$ cat src/logic/ipc_pkg.sv
`default_nettype none
package ipc_pkg;
  // Clock rate and tick derivation
  localparam int unsigned CLK_HZ          = 40_000_000;
  localparam int unsigned MS_PER_S        = 1000;
  localparam int unsigned CYC_PER_MS      = CLK_HZ / MS_PER_S;
  localparam int unsigned TENTH_S_MS      = 100;
  localparam int unsigned CYC_PER_TENTH_S = CYC_PER_MS * TENTH_S_MS;
  // Input terminal count
  localparam int unsigned NUM_INPUTS      = 8;
  // Pulse input terminal index within the input group
  localparam int unsigned PULSE_IN_IDX    = 4;
  // Count mode word digit positions (one bit per decimal digit)
  localparam int unsigned MODE_UNIT_POS   = 0;
  localparam int unsigned MODE_STOP_POS   = 1;
  localparam int unsigned MODE_SHOT_POS   = 2;
  localparam int unsigned MODE_CLR_POS    = 3;
  // Setting ranges and defaults
  localparam logic [15:0] TARGET_MAX      = 16'hFFDC;
  localparam logic [15:0] TARGET_DEF      = 16'h0001;
  localparam logic [9:0]  SHOT_MIN        = 10'h001;
  localparam logic [9:0]  SHOT_MAX        = 10'h28A;
  localparam logic [9:0]  SHOT_DEF        = 10'h001;
  localparam logic [13:0] TIMER_MIN       = 14'h0001;
  localparam logic [13:0] TIMER_MAX       = 14'h270F;
  localparam logic [13:0] TIMER_DEF       = 14'h0001;
  localparam logic [15:0] DEB_MAX_MS      = 16'hEA60;
  localparam logic [15:0] DEB_DEF_MS      = 16'h0014;
  localparam logic [3:0]  MODE_DEF        = 4'h0;
  localparam logic        POL_DEF         = 1'b0;
endpackage
`default_nettype wire

$ cat src/logic/ipc_top.sv
`timescale 1ns/100ps
`default_nettype none
module ipc_top
  import ipc_pkg::*;
#(
  parameter int unsigned N_IN       = ipc_pkg::NUM_INPUTS,
  parameter int unsigned CYC_MS     = ipc_pkg::CYC_PER_MS,
  parameter int unsigned CYC_TENTH  = ipc_pkg::CYC_PER_TENTH_S
) (
  input  wire logic            CLK,
  input  wire logic            RST_B,
  input  wire logic [N_IN-1:0] DIGITAL_IN,
  input  wire logic            DRIVE_RUNNING,
  input  wire logic            COUNT_CLEAR,
  input  wire logic            TIMER_START,
  input  wire logic [3:0]      COUNT_MODE_WORD,
  input  wire logic [15:0]     COUNT_TARGET_SETTING,
  input  wire logic [15:0]     COUNT_MIDDLE_SETTING,
  input  wire logic [9:0]      ONE_SHOT_WIDTH_SETTING,
  input  wire logic [13:0]     TIMER_ONE_PERIOD,
  input  wire logic            INPUT_POLARITY_SELECT,
  input  wire logic [15:0]     INPUT_DEBOUNCE_TIME,
  output logic [N_IN-1:0]      INPUT_LEVEL,
  output logic [15:0]          COUNT_VALUE,
  output logic                 COUNT_LENGTH_UNITS,
  output logic                 COUNT_TARGET_REACHED,
  output logic                 COUNT_MIDDLE_REACHED,
  output logic                 DRIVE_STOP_REQ,
  output logic                 ONE_SHOT_OUT,
  output logic                 TIMER_EXPIRED
);
  import ipc_pkg::*;

  logic [1:0]      rst_sync_reg;
  logic            rst_n;
  logic [N_IN-1:0] lvl;
  logic [N_IN-1:0] lvl_reg;
  logic            pulse_prev_reg;
  logic            pulse_edge;
  logic            pol_reg;
  logic [13:0]     tper_reg;
  logic [13:0]     tper_next;
  logic [15:0]     tgt;
  logic [9:0]      shot_w;

  // Counter state
  logic [15:0]     cnt_reg;
  logic [15:0]     cnt_next;
  logic            hit_reg;
  logic            hit_next;
  logic            mid_reg;
  logic            mid_next;
  logic            stop_reg;
  logic            stop_next;
  logic            reach;

  // One-shot and timer state
  logic [31:0]     shot_cyc_reg;
  logic [31:0]     shot_cyc_next;
  logic [9:0]      shot_ten_reg;
  logic [9:0]      shot_ten_next;
  logic            shot_reg;
  logic            shot_next;
  logic [31:0]     tm_cyc_reg;
  logic [31:0]     tm_cyc_next;
  logic [13:0]     tm_ten_reg;
  logic [13:0]     tm_ten_next;
  logic            tm_exp_reg;
  logic            tm_exp_next;

  always_ff @(posedge CLK or negedge RST_B) begin
    if (!RST_B) begin
      rst_sync_reg <= 2'h0;
    end else begin
      rst_sync_reg <= {rst_sync_reg[0], 1'b1};
    end
  end
  assign rst_n = rst_sync_reg[1];

  genvar gi;
  generate
    for (gi = 0; gi < N_IN; gi++) begin : g_in
      ipc_debounce #(
        .CYC_MS (CYC_MS)
      ) u_deb (
        .clk    (CLK),
        .rst_n  (rst_n),
        .raw_in (DIGITAL_IN[gi]),
        .invert (pol_reg),
        .deb_ms (INPUT_DEBOUNCE_TIME),
        .level  (lvl[gi])
      );
    end
  endgenerate

  always_comb begin
    // Clamp settings into their legal ranges
    tgt    = (COUNT_TARGET_SETTING > TARGET_MAX) ? TARGET_MAX : COUNT_TARGET_SETTING;
    shot_w = (ONE_SHOT_WIDTH_SETTING < SHOT_MIN) ? SHOT_MIN :
             (ONE_SHOT_WIDTH_SETTING > SHOT_MAX) ? SHOT_MAX : ONE_SHOT_WIDTH_SETTING;
    // Period only taken while the drive stands
    tper_next = tper_reg;
    if (!DRIVE_RUNNING) begin
      tper_next = (TIMER_ONE_PERIOD < TIMER_MIN) ? TIMER_MIN :
                  (TIMER_ONE_PERIOD > TIMER_MAX) ? TIMER_MAX : TIMER_ONE_PERIOD;
    end
    pulse_edge = lvl[PULSE_IN_IDX] & ~pulse_prev_reg;
  end

  always_comb begin
    cnt_next  = cnt_reg;
    hit_next  = hit_reg;
    mid_next  = mid_reg;
    stop_next = stop_reg;
    reach     = 1'b0;
    if (COUNT_CLEAR) begin
      cnt_next  = '0;
      hit_next  = 1'b0;
      mid_next  = 1'b0;
      stop_next = 1'b0;
    end
    if (pulse_edge) begin
      // Saturate instead of wrapping so an uncleared count never falls back
      if (cnt_next != 16'hFFFF) begin
        cnt_next = cnt_next + 16'h0001;
      end
      if (cnt_next == COUNT_MIDDLE_SETTING) begin
        mid_next = 1'b1;
      end
      if (cnt_next == tgt) begin
        reach    = 1'b1;
        hit_next = 1'b1;
        if (!COUNT_MODE_WORD[MODE_STOP_POS]) begin
          stop_next = 1'b1;
        end
        if (COUNT_MODE_WORD[MODE_CLR_POS]) begin
          cnt_next = '0;
        end
      end
    end
  end

  always_comb begin
    shot_cyc_next = shot_cyc_reg;
    shot_ten_next = shot_ten_reg;
    shot_next     = shot_reg;
    if (reach && COUNT_MODE_WORD[MODE_SHOT_POS]) begin
      shot_next     = 1'b1;
      shot_cyc_next = '0;
      shot_ten_next = '0;
    end else if (shot_reg) begin
      if (shot_cyc_reg == CYC_TENTH - 1) begin
        shot_cyc_next = '0;
        if (shot_ten_reg + 10'h001 >= shot_w) begin
          shot_next = 1'b0;
        end else begin
          shot_ten_next = shot_ten_reg + 10'h001;
        end
      end else begin
        shot_cyc_next = shot_cyc_reg + 32'h0000_0001;
      end
    end
  end

  always_comb begin
    tm_cyc_next = tm_cyc_reg;
    tm_ten_next = tm_ten_reg;
    tm_exp_next = tm_exp_reg;
    if (TIMER_START) begin
      tm_cyc_next = '0;
      tm_ten_next = '0;
      tm_exp_next = 1'b0;
    end else if (!tm_exp_reg) begin
      if (tm_cyc_reg == CYC_TENTH - 1) begin
        tm_cyc_next = '0;
        if (tm_ten_reg + 14'h0001 >= tper_reg) begin
          tm_exp_next = 1'b1;
        end else begin
          tm_ten_next = tm_ten_reg + 14'h0001;
        end
      end else begin
        tm_cyc_next = tm_cyc_reg + 32'h0000_0001;
      end
    end
  end

  always_ff @(posedge CLK or negedge rst_n) begin
    if (!rst_n) begin
      lvl_reg        <= '0;
      pulse_prev_reg <= 1'b0;
      pol_reg        <= POL_DEF;
      tper_reg       <= TIMER_DEF;
      cnt_reg        <= 16'h0000;
      hit_reg        <= 1'b0;
      mid_reg        <= 1'b0;
      stop_reg       <= 1'b0;
      shot_cyc_reg   <= 32'h0000_0000;
      shot_ten_reg   <= 10'h000;
      shot_reg       <= 1'b0;
      tm_cyc_reg     <= 32'h0000_0000;
      tm_ten_reg     <= 14'h0000;
      tm_exp_reg     <= 1'b0;
    end else begin
      lvl_reg        <= lvl;
      pulse_prev_reg <= lvl[PULSE_IN_IDX];
      // Polarity is wiring-related, so it only changes while stopped
      pol_reg        <= DRIVE_RUNNING ? pol_reg : INPUT_POLARITY_SELECT;
      tper_reg       <= tper_next;
      cnt_reg        <= cnt_next;
      hit_reg        <= hit_next;
      mid_reg        <= mid_next;
      stop_reg       <= stop_next;
      shot_cyc_reg   <= shot_cyc_next;
      shot_ten_reg   <= shot_ten_next;
      shot_reg       <= shot_next;
      tm_cyc_reg     <= tm_cyc_next;
      tm_ten_reg     <= tm_ten_next;
      tm_exp_reg     <= tm_exp_next;
    end
  end

  logic units_reg;
  always_ff @(posedge CLK or negedge rst_n) begin
    if (!rst_n) begin
      units_reg <= 1'b1;
    end else begin
      units_reg <= ~COUNT_MODE_WORD[MODE_UNIT_POS];
    end
  end

  assign INPUT_LEVEL          = lvl_reg;
  assign COUNT_VALUE          = cnt_reg;
  assign COUNT_LENGTH_UNITS   = units_reg;
  assign COUNT_TARGET_REACHED = hit_reg;
  assign COUNT_MIDDLE_REACHED = mid_reg;
  assign DRIVE_STOP_REQ       = stop_reg;
  assign ONE_SHOT_OUT         = shot_reg;
  assign TIMER_EXPIRED        = tm_exp_reg;
endmodule
`default_nettype wire

$ cat src/logic/ipc_debounce.sv
`timescale 1ns/100ps
`default_nettype none
module ipc_debounce #(
  parameter int unsigned CYC_MS = 40000
) (
  input  wire logic        clk,
  input  wire logic        rst_n,
  input  wire logic        raw_in,
  input  wire logic        invert,
  input  wire logic [15:0] deb_ms,
  output logic             level
);
  import ipc_pkg::*;
  logic [2:0]  sync_reg;
  logic [2:0]  sync_next;
  logic [15:0] cyc_reg;
  logic [15:0] cyc_next;
  logic [15:0] ms_reg;
  logic [15:0] ms_next;
  logic        lvl_reg;
  logic        lvl_next;
  logic        cand;
  logic        agree;
  logic [15:0] limit;

  assign level = lvl_reg;

  always_comb begin
    sync_next = {sync_reg[1:0], raw_in};
    // Only stages two and three are looked at
    agree     = (sync_reg[1] == sync_reg[2]);
    cand      = sync_reg[2] ^ invert;
    limit     = (deb_ms > DEB_MAX_MS) ? DEB_MAX_MS : deb_ms;
    cyc_next  = cyc_reg;
    ms_next   = ms_reg;
    lvl_next  = lvl_reg;
    if (!agree || cand == lvl_reg) begin
      cyc_next = '0;
      ms_next  = '0;
    end else if (ms_reg >= limit) begin
      lvl_next = cand;
      cyc_next = '0;
      ms_next  = '0;
    end else if (cyc_reg == 16'(CYC_MS - 1)) begin
      cyc_next = '0;
      ms_next  = ms_reg + 16'h0001;
    end else begin
      cyc_next = cyc_reg + 16'h0001;
    end
  end

  always_ff @(posedge clk or negedge rst_n) begin
    if (!rst_n) begin
      sync_reg <= 3'h0;
      cyc_reg  <= 16'h0000;
      ms_reg   <= 16'h0000;
      lvl_reg  <= 1'b0;
    end else begin
      sync_reg <= sync_next;
      cyc_reg  <= cyc_next;
      ms_reg   <= ms_next;
      lvl_reg  <= lvl_next;
    end
  end
endmodule
`default_nettype wire

$ cat config.mk
export PLATFORM = sky130hd
export DESIGN_NAME = ipc_top
export DESIGN_NICKNAME = d
export VERILOG_FILES = /design/src/logic/ipc_pkg.sv /design/src/logic/ipc_top.sv /design/src/logic/ipc_debounce.sv
export SDC_FILE = /design/constraint.sdc
export NUM_CORES = 1
export LEC_CHECK = 0
export ABC_AREA = 1
export BUFFER_PORTS_ARGS = -buffer_cell sky130_fd_sc_hd__clkbuf_2
export CORE_MARGIN = 4
export CORE_UTILIZATION = 55
export DETAILED_ROUTE_END_ITERATION = 12
export PLACE_DENSITY = 0.69
export RECOVER_POWER = 50
export SYNTH_ARGS = -nofsm -noshare
export SYNTH_HDL_FRONTEND = slang
export SYNTH_SLANG_ARGS = --single-unit
export TNS_END_PERCENT = 100
$ cat constraint.sdc
create_clock -name CLK -period 35.4 [get_ports CLK]
set_input_delay 10.62 -clock CLK [delete_from_list [all_inputs] [get_ports CLK]]
set_output_delay 10.62 -clock CLK [all_outputs]
set_load 0.05 [all_outputs]
==> metrics.md, run 1 <==
| Metric | Value |
|---|---|
| Outcome | finished with violations |
| Violated checks | max-capacitance violations, max-slew violations |
| WS Path Type | in2reg |
| Most frequent cells in the layout | nand2_1, inv_1, dfrtp_1, nor2_1, nand3_1 |
| Post-synthesis net count | 3675 |
| RePlAce Congestion | 0.940 |
| Cts hold-fix bufs | 0 |
| Seq cells post-synth | 423 |
| Sequential area share after synthesis | 0.405 |
| Max-Cap Viols | 5 |
| Gate Count Post-Synth | 3412 |
| Total Negative Setup Slacks | 0 ps |
| Rel. slew slack | -4.13 |
| Total gr overflow | 0 |
| Largest net degree at the start of global routing | 143 |
| DR WL/cell | 15.5 um |
| Clock Sinks | 423 |
| # resized after CTS | 0 |
| Final Hold Fails | 0 |
| Detail Placement HPWL | 46.9 mm |
| Worst-Margin Slew | 7700 ps |
| Worst hold stages | 0 |
| Die area | 0.0510 mm2 |
| Num CTS Buffers | 47 |
| Initial antenna violation count | 0 |
| First-pass DRT Iterations | 6 |
| Via density | 5.57 |
| Vias in the first global route | 22492 |
| Worst hold path class | reg2reg |
| Period Utilization, post-route | 0.426 |
| Worst EP required | 35890 ps |
| PortBufs | 119 |
| Routed wire length on met3 | 3.31 mm |
| Avg Synthesized Cell Area | 7.65 um2 |
| Max layer used | met4 |
| Maximum vdd ir drop | 0.0409 mV |
| Final #Nets | 3798 |
| Crit Path Max Fanout | 19 |
| IO Pins | 120 |
| DR WL met2 | 30.0 mm |
| Commonest non-fill, non-tap cell in the layout | nand2_1 |
| Number of flops mapped to enable cells by yosys | 0 |
| Yosys warning count | 0 |
| H-tree levels | 2 |
| All-Layer GR Usage | 0.251 |
| Final setup skew | 11.5 ps |
| Die extent in x | 226 um |
| Final ANT Viol Nets | 0 |
| Initial Util | 0.559 |
| Initial DRC count | 1616 |
| RSZ-0062 raised after global routing | false |
| Core area | 0.0468 mm2 |
| Met1 Routed Length | 29.4 mm |
| Hold Slack | 346 ps |
| Placed Cells | 4093 |
| Ys async rst share | 1.00 |
| Antenna Cells | 0 |
| # DRC | 0 |
| First-pass GRT wire length | 108 mm |
| Fmax | 0.0663 GHz |
| CTS tree | yes |
| Worst setup EP type | flop |
| Area grow syn2layout | 10.4% |
| Core Util, Final | 0.617 |
| LEAKAGE | 13.1 nW |
| Worst-skew pair later-pin latency | 590 ps |
| Reg2reg path depth | 2 |
| Max Slew Vio Count | 430 |
| Post-CTS setup buffers | 0 |
| DR vias | 23288 |
| Post-synth cell types | 58 |
| Pwr dens | 37.2 mW/mm2 |
| Clock period minus final worst setup slack | 15080 ps |
| WL final | 64.6 mm |
| CTS Buffer Depth | 3 |
| Syn Std Cell Area | 0.0261 mm2 |
| CP arrival | 15570 ps |
| Worst-path clk slew | 60 ps |
| Finished Layout Cells | 4179 |
| Post-synth top flop | dfrtp_1 |
| Chip Height | 226 um |
| Share of cells above drive strength 1 | 0.0675 |
| Final setup vio count | 0 |
| Std cell rows | 79 |
| Startpoint types | input pin |
| Root buf cell | clkbuf_16 |
-- path summary, 6_finish.rpt --
kind / from / to / slack (ps)
worst max-delay path: INPUT_DEBOUNCE_TIME[14] / g_in[3].u_deb.cyc_reg[8] / 20320
worst min-delay path: g_in[5].u_deb.sync_reg[0] / g_in[5].u_deb.sync_reg[1] / 350
worst max register to register: rst_sync_reg[1] / shot_cyc_reg[0] / 23810
worst min register to register: g_in[5].u_deb.sync_reg[0] / g_in[5].u_deb.sync_reg[1] / 350
max in group asynchronous: rst_sync_reg[1] / shot_cyc_reg[0] / 23810
min in group asynchronous: rst_sync_reg[1] / g_in[1].u_deb.cyc_reg[11] / 1010
-- final cells by class --
type	count	area (um2)
clock buffers	68	1360
clock inverters	18	201
fillers	4088	17900
inverters	478	1790
multi-input cells	2454	13500
flip-flops and latches	423	10600
well taps	607	759
repair buffers	131	671
-- metrics by stage --
stage               power (W)  cell area, um2  setup WS (ps)
detailed placement   0.000588           27300          19830
floorplan            0.000560           26100          21660
finish                0.00107           28800          20320
CTS                   0.00109           28900          20440
global placement     0.000585           27300          20100
global route          0.00112           28800          19900
-- cells in the mapped netlist (5+ instances only) --
| cell | count | share of area |
|---|---|---|
| nand3b_1 | 18 | 0.0052 |
| inv_2 | 6 | 0.00086 |
| o21ai_0 | 158 | 0.030 |
| nor2_2 | 9 | 0.0022 |
| nor4_1 | 48 | 0.011 |
| a21oi_1 | 163 | 0.031 |
| dfrtp_1 | 421 | 0.40 |
| o221ai_1 | 5 | 0.0017 |
| inv_1 | 468 | 0.067 |
| nor2_1 | 419 | 0.060 |
| buf_2 | 13 | 0.0025 |
| nor3b_1 | 40 | 0.011 |
| xnor2_1 | 49 | 0.016 |
| o22ai_1 | 12 | 0.0029 |
| clkbuf_1 | 35 | 0.0050 |
| o31ai_1 | 6 | 0.0017 |
| a31oi_1 | 24 | 0.0057 |
| nand4_1 | 77 | 0.018 |
| nand2_1 | 687 | 0.099 |
| xor2_1 | 96 | 0.032 |
| nor3_1 | 132 | 0.025 |
| a221oi_1 | 18 | 0.0060 |
| nand3_1 | 241 | 0.046 |
| ha_1 | 173 | 0.083 |
| a211oi_1 | 17 | 0.0049 |
-- critical path, cell delays in order --
cell and delay (ps):
clkbuf_2 100, inv_1 180, nor4_1 320, inv_1 60, nor4_1 300, nand3b_1 130, nand2_1 240, inv_1 150
nor2_1 760, ha_1 290, inv_1 40, a21oi_1 120, nor2_1 60, a211oi_1 250, o221ai_1 150, nand2_1 70
nand3_1 510, nor2_1 660, inv_1 330, nor3_1 220
-- logic make-up (layout without fill, tap and decap cells) --
| group | count (synthesis) | after routing | share of synthesized area |
|---|---|---|---|
| simple gates | 1696 | 1696 | 0.287 |
| flops | 423 | 423 | 0.405 |
| fa+ha+maj | 173 | 173 | 0.0829 |
| other cells | 1 | 1 | 0.000144 |
| xor+xnor | 145 | 145 | 0.0486 |
| compound gates | 439 | 439 | 0.0964 |
| buf+inv | 535 | 695 | 0.0791 |
-- metal layers --
| layer | GRT usage | vias up |
|---|---|---|
| met5 | 0 | - |
| met4 | 0.0863 | 0 |
| met3 | 0.0320 | 134 |
| met2 | 0.412 | 643 |
| met1 | 0.345 | 10939 |
| li1 | - | 11572 |
-- power breakdown --
group          switching [W]  internal (W)
logic              0.0000584     0.0000229
registers         0.00000625      0.000491
clock network       0.000205      0.000289
Note: power is estimated with default switching activity, not from simulation.
==> inputs of run 2 (changes only) <==
- clock period: 35.4 -> 15 ns (I/O delays scaled with it)
==> run 2 against run 1 <==
Effect of this change:
- sequential share of layout area down 0.15 points
- global-route usage down 0.10 points
- critical path depth down 19
- critical path type is now reg2async
- wire length down 0.86%
- register-to-register slack worse by 18000 ps
- first-iteration DRC count up 19%
- die area unchanged
- critical endpoint is now COUNT_VALUE[13]
- the flow still finishes with violations (max-capacitance violations, max-slew violations)
==> metrics.md, run 2 (synthesized netlist as in run 1, its figures left out) <==
| Metric | Value |
|---|---|
| Hold Slack | 346 ps (about the same) |
| Crit path max-delay family | buffers and inverters (was simple AND/OR/NAND/NOR gates) |
| RePlAce Congestion | 0.940 (about the same) |
| Root buf cell | clkbuf_16 (unchanged) |
| Vias in the first global route | 22152 (was 22492) |
| Fillcell total | 4087 (was 4088) |
| Final Hold Fails | 0 (unchanged) |
| CTS Buffer Depth | 3 (unchanged) |
| Final ANT Viol Nets | 0 (unchanged) |
| Cts hold-fix bufs | 0 (unchanged) |
| Largest net degree at the start of global routing | 143 (unchanged) |
| Period Utilization, post-route | 0.618 |
| WL final | 64.1 mm (was 64.6 mm) |
| Outcome | finished with violations (unchanged) |
| Initial DRC count | 1923 (was 1616) |
| Final setup skew | 14.9 ps (was 11.5 ps) |
| DR WL/cell | 15.3 um (was 15.5 um) |
| Post-CTS setup buffers | 0 (unchanged) |
| Area grow syn2layout | 10.9% (was 10.4%) |
| Worst hold path class | reg2reg (unchanged) |
| Final setup vio count | 0 (unchanged) |
| DR vias | 23225 (was 23288) |
| H-tree levels | 2 (unchanged) |
| Worst-Margin Slew | 7600 ps (was 7700 ps) |
| Final #Nets | 3798 (unchanged) |
| Worst EP required | 13790 ps (was 35890 ps) |
| WP buf/inv | 1 (was 6) |
| Pwr dens | 90.0 mW/mm2 (was 37.2 mW/mm2) |
| Die extent in x | 226 um (unchanged) |
| # resized after CTS | 0 (unchanged) |
| Worst-path cell chain | clkbuf_1 (was clkbuf_2 > inv_1 > nor4_1 > inv_1 > nor4_1 > nand3b_1 > nand2_1 > inv_1 > nor2_1 > ha_1 > inv_1 > a21oi_1 > nor2_1 > a211oi_1 > o221ai_1 > nand2_1 > nand3_1 > nor2_1 > inv_1 > nor3_1) |
| Std cell rows | 79 (unchanged) |
| Worst-skew pair later-pin latency | 580 ps (was 590 ps) |
| Clock Sinks | 423 (unchanged) |
| Violated checks | max-capacitance violations, max-slew violations (unchanged) |
| # DRC | 0 (unchanged) |
| CP arrival | 8060 ps (was 15570 ps) |
| Worst-path clk slew | 60 ps (about the same) |
| Core area | 0.0468 mm2 (unchanged) |
| Crit Path Max Fanout | 142 (was 19) |
| Commonest non-fill, non-tap cell in the layout | nand2_1 (unchanged) |
| Fmax | 0.108 GHz |
| WS Path Type | reg2async (was in2reg) |
| CTS tree | yes (unchanged) |
| Detail Placement HPWL | 46.6 mm (was 46.9 mm) |
| Via density | 5.56 (was 5.57) |
| RSZ-0062 raised after global routing | false (unchanged) |
| Die area | 0.0510 mm2 (unchanged) |
| All-Layer GR Usage | 0.250 (was 0.251) |
| Maximum vdd ir drop | 0.0884 mV (was 0.0409 mV) |
| Max stage delay on crit path | 5400 ps (was 760 ps) |
| PortBufs | 119 (unchanged) |
| Total Negative Setup Slacks | 0 ps (unchanged) |
| Startpoint types | flop (was input pin) |
| Worst setup EP type | asynchronous set/reset pin (was flop) |
| Max-Cap Viols | 3 (was 5) |
| LEAKAGE | 13.1 nW (about the same) |
| Rel. slew slack | -4.07 (was -4.13) |
| Slowest CP cell | clkbuf_1 (was nor2_1) |
| Clock period minus final worst setup slack | 9270 ps |
| Most frequent cells in the layout | nand2_1, inv_1, dfrtp_1, nor2_1, nand3_1 (unchanged) |
| Total gr overflow | 0 (unchanged) |
| IO Pins | 120 (unchanged) |
| Antenna Cells | 0 (unchanged) |
| Num CTS Buffers | 47 (unchanged) |
| Chip Height | 226 um (unchanged) |
| First-pass DRT Iterations | 6 (unchanged) |
| Initial antenna violation count | 0 (unchanged) |
| Initial Util | 0.559 (unchanged) |
| Share of cells above drive strength 1 | 0.0689 (was 0.0675) |
| Max Slew Vio Count | 282 (was 430) |
| First-pass GRT wire length | 107 mm (was 108 mm) |
-- run 2: changes by cell type in the layout (fill, tap and decap cells not counted), sizes merged --
cell / previous run / this run
buf: 8 / 10
clkbuf: 191 / 187
clkinvlp: 4 / 0
inv: 474 / 476
bufinv: 3 / 7
-- run 2: report_power, final --
part	total (W)	internal [W]	switching [W]	leakage, nW
Sequential	0.00117	0.00116	0.0000147	5.81
Combinational	0.000192	0.0000543	0.000138	6.51
Clock	0.00124	0.000758	0.000481	0.827
Total	0.00261	0.00197	0.000634	13.1
-- run 2: worst paths after layout --
kind,start,to,slack [ps],depth (start not counted)
max,rst_sync_reg[1],COUNT_VALUE[13],5730,1
max reg2reg,rst_sync_reg[1],COUNT_VALUE[13],5730,1
min reg2reg,g_in[4].u_deb.sync_reg[0],g_in[4].u_deb.sync_reg[1],350,0
min,g_in[4].u_deb.sync_reg[0],g_in[4].u_deb.sync_reg[1],350,0
max in group CLK,INPUT_DEBOUNCE_TIME[14],g_in[3].u_deb.cyc_reg[8],6000,20
min in group asynchronous,rst_sync_reg[1],g_in[1].u_deb.cyc_reg[9],990,0
-- run 2: metal layers --
| metal | track usage | vias to the layer above | part of all wire |
|---|---|---|---|
| met2 | 0.410 | 634 | 0.46 |
| met4 | 0.0743 | 0 | 0.028 |
| met5 | 0 | - | 0 |
| li1 | - | 11589 | - |
| met3 | 0.0274 | 141 | 0.054 |
| met1 | 0.352 | 10861 | 0.46 |
-- run 2: area by class of cell --
class,count,area (um2),area share
clock buffer,66,1370,0.0473
sequential,423,10600,0.366
tap,607,759,0.0262
clock inverter,20,302,0.0104
multi-input combinational,2454,13500,0.465
inverter,478,1790,0.0620
timing repair buffer,131,678,0.0234
-- run 2: through the flow --
step / area [um2] / cells / util / setup WS, ps / total power (W)
finish: 29000 / 4179 / 0.619 / 5730 / 0.00261
global route: 29000 / 4179 / 0.619 / 3540 / 0.00271
CTS: 29000 / 4179 / 0.620 / 6070 / 0.00264
detailed placement: 27300 / 4093 / 0.584 / 5450 / 0.00139
global placement: 27300 / 4093 / 0.584 / 5820 / 0.00138
floorplan: 26100 / 3412 / - / 2340 / 0.00132
